**src/apd_pkg.sv**
```systemverilog
/*
  Shared constants and types of the converter power-mode link: edge counts
  that choose the power mode, frame length, timing counts and state codes.
  Assumes one system clock of 20 MHz on both ends.
*/
package apd_pkg;

  // data and frame shape
  localparam int         RES_W          = 12;
  localparam int         WORD_W         = 16;
  localparam int         CNT_W          = 5;
  localparam int         SHIFT_W        = 15;
  localparam logic [3:0] LEAD_ZEROS     = 4'h0;
  localparam logic [4:0] FRAME_CLKS     = 5'h10;
  localparam logic [4:0] FRAME_LAST     = 5'h0F;
  localparam logic [4:0] CNT_MAX        = 5'h1F;

  // falling-edge counts: select-rise classes, sampler return to track, sleep burst length
  localparam logic [4:0] PD_FIRST_FALL  = 5'h02;
  localparam logic [4:0] PD_LAST_FALL   = 5'h0A;
  localparam logic [4:0] TRACK_FALLS    = 5'h0D;
  localparam logic [4:0] PD_BURST_FALLS = 5'h04;

  ////////////////////////////////////////////////////////////////////////////
  // timing
  localparam int CLK_PERIOD_NS = 50;
  localparam int T_POWER_UP_NS = 1000;
  localparam int T_ACQ_NS      = 225;
  localparam int T_QUIET_NS    = 50;
  localparam int POWER_UP_CYC  =
    (T_POWER_UP_NS + CLK_PERIOD_NS - 1) / CLK_PERIOD_NS;
  localparam int ACQ_CYC       =
    (T_ACQ_NS + CLK_PERIOD_NS - 1) / CLK_PERIOD_NS;
  localparam int QUIET_CYC     =
    (T_QUIET_NS + CLK_PERIOD_NS - 1) / CLK_PERIOD_NS;
  localparam int SPACE_CYC     = (ACQ_CYC > QUIET_CYC) ? ACQ_CYC : QUIET_CYC;
  localparam int PU_W          = 5;
  localparam int SP_W          = 4;
  localparam logic [PU_W-1:0] POWER_UP_CNT = PU_W'(POWER_UP_CYC);
  localparam logic [SP_W-1:0] SPACE_CNT    = SP_W'(SPACE_CYC - 1);

  // serial clock half period in system cycles, less one
  localparam int         DIV_W    = 3;
  localparam logic [2:0] HALF_CNT = 3'h7;

  ////////////////////////////////////////////////////////////////////////////
  // state codes
  typedef enum logic [2:0] {
    APD_NORMAL = 3'b001,
    APD_DOWN   = 3'b010,
    APD_WAKE   = 3'b100
  } apd_mode_type;

  typedef enum logic [3:0] {
    APD_C_IDLE  = 4'b0001,
    APD_C_SETUP = 4'b0010,
    APD_C_CLOCK = 4'b0100,
    APD_C_QUIET = 4'b1000
  } apd_cstate_type;

  typedef enum logic [1:0] {
    APD_CMD_CONVERT = 2'h0,
    APD_CMD_DUMMY   = 2'h1,
    APD_CMD_SLEEP   = 2'h2
  } apd_cmd_type;

endpackage

```
**src/apd_if.sv**
```systemverilog
/*
  Link between the converter and its controller: select, serial clock and
  the result line with its enable.
  Assumes the bench joins both ends; a released result line reads as zero.
*/
`timescale 1ns/100ps
interface apd_if;
  logic cs_n;
  logic sclk;
  logic serial_result_out;
  logic serial_result_oe;
  logic serial_result_line;

  // no pull on the line: released reads low
  assign serial_result_line = serial_result_oe & serial_result_out;

  modport dev (
    input  cs_n,
    input  sclk,
    output serial_result_out,
    output serial_result_oe
  );

  modport ctl (
    output cs_n,
    output sclk,
    input  serial_result_line
  );
endinterface

```
**src/apd_dev.sv**
```systemverilog
/*
  Converter end: samples select and serial clock, counts serial-clock
  falling edges per frame and decides the power mode, drives the result.
  Assumes select and serial clock are asynchronous pins, far slower than
  ref_clk_in; the start-up strap is steady logic on the same clock.
*/
// Functional notes
// rise in 2..9 falls: power down, abort
// rise before 2 falls: stay normal
// wake needs select low past ten falls
// fully powered after sixteen clocks
// wake rise before ten falls: back down
// power-up completes within one microsecond
// controller keeps quiet time before select falls
// wake frame: track on first clock edge
// controller may end dummy after ten falls
// start-up mode is either, chosen by strap
// controller may force power-down after start-up
// controller may send dummy immediately
// controller allows acquisition before real sample
// sampler tracks right after start-up
// power-down pays only at low throughput
// normal mode: select low ten falls
// select fall: hold, sample, start, drive
// full result needs sixteen clocks here
// count falls, classify rise at two, ten
`timescale 1ns/100ps
module apd_dev (
  // clock and reset
  input  wire logic                      ref_clk_in,
  input  wire logic                      rst_in,
  // link
  apd_if.dev                             link,
  // user side
  input  wire logic [apd_pkg::RES_W-1:0] analog_input,
  input  wire logic                      startup_down_in,
  output logic      [apd_pkg::RES_W-1:0] sample_out,
  output logic                           powered_out,
  output logic                           power_down_out,
  output logic                           waking_out,
  output logic                           tracking_out,
  output logic                           dummy_frame_out,
  output logic                           aborted_out
);
  import apd_pkg::*;

  logic              cs_meta;
  logic              cs_sync;
  logic              cs_prev;
  logic              sclk_meta;
  logic              sclk_sync;
  logic              sclk_prev;
  logic              cs_fall;
  logic              cs_rise;
  logic              sclk_fall;
  logic              sclk_rise;
  logic              in_frame;
  logic [CNT_W-1:0]  fall_cnt;
  logic [WORD_W-1:0] shreg;
  logic              drive;
  logic              strap_taken;
  logic [PU_W-1:0]   pu_cnt;
  logic              pu_done;
  logic              track;
  apd_mode_type      mode;
  apd_mode_type      next_mode;

  ////////////////////////////////////////////////////////////////////////////
  // pin synchronisers and edge finding
  always_ff @(posedge ref_clk_in) begin
    if (rst_in) begin
      cs_meta   <= 1'b1;
      cs_sync   <= 1'b1;
      cs_prev   <= 1'b1;
      sclk_meta <= 1'b1;
      sclk_sync <= 1'b1;
      sclk_prev <= 1'b1;
    end else begin
      cs_meta   <= link.cs_n;
      cs_sync   <= cs_meta;
      cs_prev   <= cs_sync;
      sclk_meta <= link.sclk;
      sclk_sync <= sclk_meta;
      sclk_prev <= sclk_sync;
    end
  end

  assign cs_fall   = cs_prev & ~cs_sync;
  assign cs_rise   = ~cs_prev & cs_sync;
  // clock edges outside a frame are ignored
  assign sclk_fall = sclk_prev & ~sclk_sync & ~cs_sync;
  assign sclk_rise = ~sclk_prev & sclk_sync & ~cs_sync;

  ////////////////////////////////////////////////////////////////////////////
  // frame tracking and falling-edge count
  always_ff @(posedge ref_clk_in) begin
    if (rst_in) begin
      in_frame <= 1'b0;
    end else if (cs_fall) begin
      in_frame <= 1'b1;
    end else if (cs_rise) begin
      in_frame <= 1'b0;
    end
  end

  always_ff @(posedge ref_clk_in) begin
    if (rst_in) begin
      fall_cnt <= '0;
    end else if (cs_fall) begin
      fall_cnt <= '0;
    end else if (sclk_fall && fall_cnt != CNT_MAX) begin
      fall_cnt <= fall_cnt + 5'h01;
    end
  end

  ////////////////////////////////////////////////////////////////////////////
  // power mode
  always_comb begin
    next_mode = mode;
    case (mode)
      APD_NORMAL: begin
        // glitch below two falls keeps the part awake
        if (cs_rise && fall_cnt >= PD_FIRST_FALL
            && fall_cnt < PD_LAST_FALL) begin
          next_mode = APD_DOWN;
        end
      end
      APD_DOWN: begin
        if (cs_fall) begin
          next_mode = APD_WAKE;
        end
      end
      APD_WAKE: begin
        if (cs_rise && in_frame && fall_cnt < PD_LAST_FALL) begin
          next_mode = APD_DOWN;
        end else if (in_frame && fall_cnt == FRAME_CLKS) begin
          next_mode = APD_NORMAL;
        end else if (pu_done && fall_cnt >= PD_LAST_FALL) begin
          next_mode = APD_NORMAL;
        end
      end
      default: begin
        next_mode = APD_NORMAL;
      end
    endcase
  end

  // strap is read on the first cycle after release, never under reset
  always_ff @(posedge ref_clk_in) begin
    if (rst_in) begin
      strap_taken <= 1'b0;
    end else begin
      strap_taken <= 1'b1;
    end
  end

  always_ff @(posedge ref_clk_in) begin
    if (rst_in) begin
      mode <= APD_NORMAL;
    end else if (!strap_taken) begin
      mode <= startup_down_in ? APD_DOWN : APD_NORMAL;
    end else begin
      mode <= next_mode;
    end
  end

  // power-up timer runs on from select fall, even after select rises at ten falls or more
  always_ff @(posedge ref_clk_in) begin
    if (rst_in || mode != APD_WAKE) begin
      pu_cnt <= '0;
    end else if (!pu_done) begin
      pu_cnt <= pu_cnt + 5'h01;
    end
  end

  assign pu_done = (pu_cnt >= POWER_UP_CNT);

  ////////////////////////////////////////////////////////////////////////////
  // sampler: hold from select fall, back to track later
  always_ff @(posedge ref_clk_in) begin
    if (rst_in) begin
      track <= 1'b1;
    end else if (cs_fall) begin
      track <= 1'b0;
    end else if (mode != APD_DOWN && next_mode == APD_DOWN) begin
      track <= 1'b0;
    end else if (mode == APD_WAKE && in_frame
                 && (sclk_fall || sclk_rise)) begin
      track <= 1'b1;
    end else if (sclk_rise && fall_cnt >= TRACK_FALLS) begin
      track <= 1'b1;
    end else if (cs_rise && mode == APD_NORMAL
                 && next_mode == APD_NORMAL) begin
      track <= 1'b1;
    end
  end

  ////////////////////////////////////////////////////////////////////////////
  // result shifter and line drive
  always_ff @(posedge ref_clk_in) begin
    if (rst_in) begin
      shreg      <= '0;
      sample_out <= '0;
    end else if (cs_fall) begin
      shreg      <= {LEAD_ZEROS, analog_input};
      sample_out <= analog_input;
    end else if (sclk_fall && in_frame) begin
      shreg <= {shreg[WORD_W-2:0], 1'b0};
    end
  end

  always_ff @(posedge ref_clk_in) begin
    if (rst_in) begin
      drive <= 1'b0;
    end else if (cs_fall) begin
      drive <= 1'b1;
    end else if (cs_rise) begin
      drive <= 1'b0;
    end else if (sclk_fall && fall_cnt == FRAME_LAST) begin
      drive <= 1'b0;
    end
  end

  ////////////////////////////////////////////////////////////////////////////
  // status
  always_ff @(posedge ref_clk_in) begin
    if (rst_in) begin
      dummy_frame_out <= 1'b0;
      aborted_out     <= 1'b0;
    end else begin
      if (cs_fall) begin
        dummy_frame_out <= (mode != APD_NORMAL);
      end
      aborted_out <= cs_rise && in_frame && fall_cnt < FRAME_CLKS;
    end
  end

  assign link.serial_result_out = shreg[WORD_W-1];
  assign link.serial_result_oe  = drive;
  assign powered_out            = mode[0];
  assign power_down_out         = mode[1];
  assign waking_out             = mode[2];
  assign tracking_out           = track;

endmodule

```
**src/flat_wrapper.sv**
```systemverilog
// flat-port wrapper written by rule: the top's interface ports become plain ports
module apd_dev_flat import apd_pkg::*;
  (ref_clk_in, rst_in, analog_input, startup_down_in, sample_out, powered_out, power_down_out, waking_out, tracking_out, dummy_frame_out, aborted_out, link_cs_n, link_sclk, link_serial_result_out, link_serial_result_oe);
  apd_if link_i ();
  input  wire logic ref_clk_in;
  input  wire logic rst_in;
  input  wire logic [apd_pkg::RES_W-1:0] analog_input;
  input  wire logic startup_down_in;
  output logic      [apd_pkg::RES_W-1:0] sample_out;
  output logic powered_out;
  output logic power_down_out;
  output logic waking_out;
  output logic tracking_out;
  output logic dummy_frame_out;
  output logic aborted_out;
  input wire logic [$bits(link_i.cs_n)-1:0] link_cs_n;
  input wire logic [$bits(link_i.sclk)-1:0] link_sclk;
  output wire logic [$bits(link_i.serial_result_out)-1:0] link_serial_result_out;
  output wire logic [$bits(link_i.serial_result_oe)-1:0] link_serial_result_oe;
  assign link_i.cs_n = link_cs_n;
  assign link_i.sclk = link_sclk;
  assign link_serial_result_out = link_i.serial_result_out;
  assign link_serial_result_oe = link_i.serial_result_oe;
  apd_dev u_core (.ref_clk_in(ref_clk_in), .rst_in(rst_in), .link(link_i), .analog_input(analog_input), .startup_down_in(startup_down_in), .sample_out(sample_out), .powered_out(powered_out), .power_down_out(power_down_out), .waking_out(waking_out), .tracking_out(tracking_out), .dummy_frame_out(dummy_frame_out), .aborted_out(aborted_out));
endmodule
```
**config.mk**
```make
export PLATFORM = sky130hd
export DESIGN_NAME = apd_dev_flat
export DESIGN_NICKNAME = d
export VERILOG_FILES = /design/src/apd_pkg.sv /design/src/apd_if.sv /design/src/apd_dev.sv /design/src/flat_wrapper.sv
export SDC_FILE = /design/constraint.sdc
export NUM_CORES = 1
export LEC_CHECK = 0
export BUFFER_PORTS_ARGS = -buffer_cell sky130_fd_sc_hd__buf_2
export CAP_MARGIN = 20
export CORE_MARGIN = 4
export CORE_UTILIZATION = 59
export DETAILED_ROUTE_END_ITERATION = 10
export GPL_ROUTABILITY_DRIVEN = 0
export GPL_TIMING_DRIVEN = 1
export PLACE_DENSITY = 0.85
export RECOVER_POWER = 25
export SYNTH_ARGS = -nofsm -noshare
export SYNTH_HDL_FRONTEND = slang
export SYNTH_SLANG_ARGS = --single-unit
```
**constraint.sdc**
```tcl
create_clock -name ref_clk_in -period 2.8 [get_ports ref_clk_in]
set_input_delay 0.28 -clock ref_clk_in [delete_from_list [all_inputs] [get_ports ref_clk_in]]
set_output_delay 0.28 -clock ref_clk_in [all_outputs]
set_load 0.02 [all_outputs]
```
# Word-level counts from Yosys, hierarchy flattened
# Cells that the tools add are included.
[op_classes] n_addsub=2 n_mul=0 div_mod_pow=0 magnitude_cmp=6 n_eq_ne=11 n_shift=0 mux=21 bitwise=10 n_reduce_logical=23
[ops] operator="2-to-1 mux 12 bit" count=2
[ops] operator="2-to-1 mux 3 bit" count=6
[ops] operator="logical AND 1 bit" count=16
[ops] operator="2-to-1 mux 1 bit" count=11
[ops] operator="adder 5 x 1 -> 5 bit, second input constant" count=2
[ops] operator="greater-or-equal comparator 5 x 4 -> 1 bit, second input constant" count=2
[ops] operator="case mux 3 bit (3 select lines)" count=1
[ops] operator="AND 1 bit" count=6
[ops] operator="equality test 3 x 1 -> 1 bit, second input constant" count=2
[ops] operator="equality test 3 x 2 -> 1 bit, second input constant" count=2
[ops] operator="equality test 5 x 4 -> 1 bit, second input constant" count=1
[ops] operator="equality test 5 bit, second input constant" count=1
[ops] operator="greater-or-equal comparator 5 x 2 -> 1 bit, second input constant" count=1
[ops] operator="greater-or-equal comparator 5 bit, second input constant" count=1
[ops] operator="< comparator 5 x 4 -> 1 bit, second input constant" count=1
[ops] operator="< comparator 5 bit, second input constant" count=1
[ops] operator="!= test 5 bit, second input constant" count=1
[ops] operator="nonzero test 5 bit" count=1
[ops] operator="inverter 1 bit" count=4
[ops] operator="nonzero test 2 bit" count=2
[ops] operator="equality test 3 bit, second input constant" count=1
[ops] operator="!= test 3 x 1 -> 1 bit, second input constant" count=1
[ops] operator="!= test 3 x 2 -> 1 bit, second input constant" count=1
[ops] operator="!= test 3 bit, second input constant" count=1
[ops] operator="4 further kinds" count=5
[word_totals] regBits=53 latch_bits=0 ramBits=0 rom_bits=0 inputBits=17 n_memories=0

# Logic depth before layout (Yosys ltp)
[logic_depth] word_depth=13 ltp_mapped=8

# Least setup slack after synthesis
# Ideal clock, no wire load.
[synth_path] kind="register -> register" startpoint="register u_core.fall_cnt[0]" endpoint="register u_core.fall_cnt[3]" arrival_time_ns=1.501 required_ns=2.677 setup_slack_ns=1.176 path_stages_with_launch=9 synth_period_minus_slack_ns=1.624 cell_sequence="dfxtp_1 -> ha_1 -> and3_1 -> ha_1 -> and2b_2 -> buf_6 -> nand4_1 -> xor2_1 -> nor2_1"
[synth_between] elab_chain_cells=2 word_cells_on_any_way=3
[synth_rtl] element="from (decl)" line="apd_dev.sv:58" rtl="logic [CNT_W-1:0] fall_cnt;"
[synth_rtl] element="from (signal assigned)" line="apd_dev.sv:112" rtl="fall_cnt <= fall_cnt + 5'h01;"
[synth_rtl] element="parallel branches: the longest is 2 deep, another holds adder 5 x 1 -> 5 bit"
# Parallel ways; which one is timed is not known.
# A chain may end at the register's enable or synchronous reset.

# Final worst setup path
[layout_path] startpoint="input rst_in" endpoint="register u_core.shreg[14]"
[layout_between] elab_chain_cells=1
[layout_rtl] element="from (decl)" line="flat_wrapper.sv:6" rtl="input wire logic rst_in;"
[layout_rtl] element="OR reduction 2 bit (no source line)"
[layout_rtl] element="to (signal assigned)" line="apd_dev.sv:205" rtl="shreg <= {LEAD_ZEROS, analog_input};"
[layout_rtl] element="to (signal assigned)" line="apd_dev.sv:208" rtl="shreg <= {shreg[WORD_W-2:0], 1'b0};"
[layout_rtl] element="to (decl)" line="apd_dev.sv:59" rtl="logic [WORD_W-1:0] shreg;"
# No other way between the ends.

==> results.toml <==
[drt]
wl_per_cell_um = 12.26
drc = 0
vias = 1714
finalWirelength_um = 4071
avgViaCountPerCell = 5.163
ant_nets = 0
firstDrtPassIters = 4
drt-initial-drc-count = 90

[worst_setup_path]
cp.arrival_ns = 2.08
cp_max_fo = 27
path_class = "input port to register"
start_kind = "input port"
cp-end-kind = "register"
cp.required_ns = 2.98
r2r_setup_slack_ns = 1.09

[synth]
ys_seq_area_share_pct = 47.77
synth_area_leaders = "dfxtp_1 48%, nand2_1 7.3%, mux2i_1 5.4%, ha_1 5.1%, a21oi_1 4.7%"
syn_nets = 276
yosys.area_share.xor_xnor_pct = 2.366
synth-simple-area-share_pct = 22.08
ys_warn_count = 0
syn_inst = 250
ys_seq_elements = 53
synth_mux_area_share_pct = 5.408
synth-compound-area-share_pct = 12.23
netlist_area_mm2 = 0.002221
synth_edf_count = 0
synth_fa_ha_area_share_pct = 5.070
synth_top_area_share_pct = 47.77
synth_top_family_by_area = "simple AND/OR/NAND/NOR gates"
yosysTopAreaCell = "dfxtp_1"
yosysMostFrequentCell = "dfxtp_1"
synth_top_flop_cell = "dfxtp_1"
synth_common_cells = "53 x dfxtp_1, 43 x nand2_1, 21 x a21oi_1, 21 x nor2_1, 12 x mux2i_1"
syn_area_per_cell_um2 = 8.884
yosysUniqueCellTypes = 38
async_flop_share_pct = 0

[clocking]
htree_levels = 2
cts_buffers = 5
cts_root_buffer = "clkbuf_8"
hold_buffers = 0
clk_pin_slew_worst_paths_ns = 0.09
cts_resized = 0
cts_tree = "done"
clockBufferDepth = 2
clk_latency_ns = 0.31
clock_sinks = 53
postCtsSetupBuffers = 0

[pwr]
switchingPower_w = 0.0003140
swShare_pct = 22.57
p_comb_share_pct = 6.3
internal_power_w = 0.001077
power.leakage_nw = 1.100
seq_power_share_pct = 56.6
clkPwrFrac_pct = 37.1
vdd_ir_drop_max_v = 0.0004220
powerDensity_mw_per_mm2 = 558.3

[placement]
port_buffers = 36
post-place-ws_ns = 1.089
dpl.hpwl_um = 2815

[timing]
fmax_mhz = 527.0
fin_ws_ns = 0.9024
min_period_over_period_pct = 67.77
fin_skew_ns = 0.01182
slew_headroom_pct = 22.25
final.setup.tns_ns = 0
rsz0062_at_grt = "false"
hold_viol = 0
finalSetupViolCount = 0
maxSlewViolCount = 0
worst_slew_pin_slew_ns = 1.166
finalCriticalPeriod_ns = 1.898

[grt]
track_usage_pct = 17.60
overflow = 0
first_global_vias = 1575
grt_max_degree = 29
antenna_found_initial = 0
grt_pass1_wl_um = 6934

[floorplan]
design.core.area_mm2 = 0.003661
fp.dieArea_mm2 = 0.004810
placementRows = 22
die_w_um = 69.36
pin_count = 37
start_util_pct = 60.66
die_height_um = 69.36

[layout]
final_nets = 309
drive_gt1_share_pct = 14.79
antennaDiodeCount = 0
syn2layout_area_growth_pct = 12.17

[run]
drv_cap = 0

[status]
outcome = "finished, final reports clean"

[worst_hold_path]
hp-class = "input port to register"
-- path summary, 6_finish.rpt --
path                                        start                         endpoint  cells past startpoint
hold reg to reg       u_core.sclk_meta$_SDFF_PP1_      u_core.sclk_sync$_SDFF_PP1_                      1
setup reg to reg  u_core.fall_cnt[0]$_SDFFE_PP0P_  u_core.fall_cnt[3]$_SDFFE_PP0P_                      7
setup / recovery                           rst_in    u_core.shreg[14]$_SDFFE_PP0P_                      4
hold / removal                          link_cs_n        u_core.cs_meta$_SDFF_PP1_                      2
-- power by group through the flow --
stage / Combinational [W] / Sequential, W / Clock, W
after global placement: 0.0000877 / 0.000803 / 0
after global routing: 0.0000984 / 0.000790 / 0.000555
after floorplan: 0.0000490 / 0.000814 / 0
after CTS: 0.0000905 / 0.000787 / 0.000522
after detailed placement: 0.0000898 / 0.000804 / 0
final: 0.0000882 / 0.000787 / 0.000516
-- stage by stage --
step / utilization (%) / area [µm²] / total power, W / hold WS (ns) / cells
final: 68.05 / 2491 / 0.001391 / 0.1486 / 332
after global routing: 68.05 / 2491 / 0.001443 / 0.1411 / 332
after CTS: 68.42 / 2505 / 0.001399 / 0.1382 / 332
after global placement: 65.38 / 2394 / 0.0008911 / 0.3930 / 324
after detailed placement: 65.38 / 2394 / 0.0008940 / 0.3932 / 324
after floorplan: - / 2221 / 0.0008630 / 0.3838 / 250
-- cells by family (layout without fill, tap and decap cells) --
kind of cell	after synthesis	after routing
simple gates	101	101
flops	53	53
compound gates	48	48
buf+inv	21	55
mux	12	12
fa+ha+maj	9	9
xor+xnor	6	6
-- layer usage --
layer | global-route usage [%] | routed length (µm) | vias up
met5 | 0 | 0 | -
met4 | 7.809 | 65 | 0
met3 | 4.638 | 185 | 6
met2 | 26.80 | 1840 | 31
met1 | 23.35 | 1980 | 774
li1 | - | - | 903
-- layout by cell type, fill, tap and decap left out, types with 9 or more instances in the layout --
cell type	instances
inv_1	9
dfxtp_1	53
and2_1	11
mux2i_1	12
nor2_1	21
nand2_1	43
o21ai_0	11
clkbuf_1	12
buf_2	25
ha_1	9
a21oi_1	21
-- flip-flops by register name (all words and copies together), names as in the netlist --
name	count
u_core.aborted_out	1
u_core.in_frame	1
u_core.mode	3
u_core.link.serial_result_oe	1
u_core.sample_out	12
u_core.sclk_sync	1
u_core.shreg	16
u_core.strap_taken	1
u_core.fall_cnt	5
u_core.cs_prev	1
u_core.tracking_out	1
u_core.sclk_meta	1
u_core.dummy_frame_out	1
u_core.sclk_prev	1
u_core.cs_sync	1
u_core.pu_cnt	5
u_core.cs_meta	1
-- layout make-up --
class	instances	area, µm²
Timing Repair Buffer	37	173.9
Tap cell	48	60.06
Clock inverter	2	38.79
Multi-Input combinational cell	176	1047
Fill cell	320	1170
Sequential cell	53	1061
Clock buffer	6	72.57
Inverter	10	37.54
-- worst max-delay path: stages --
cell and delay [ns]:
clkbuf_1 0.84, inv_1 0.48, nand2_1 0.39, a21oi_1 0.08
Power figures use the tool's default switching activity.
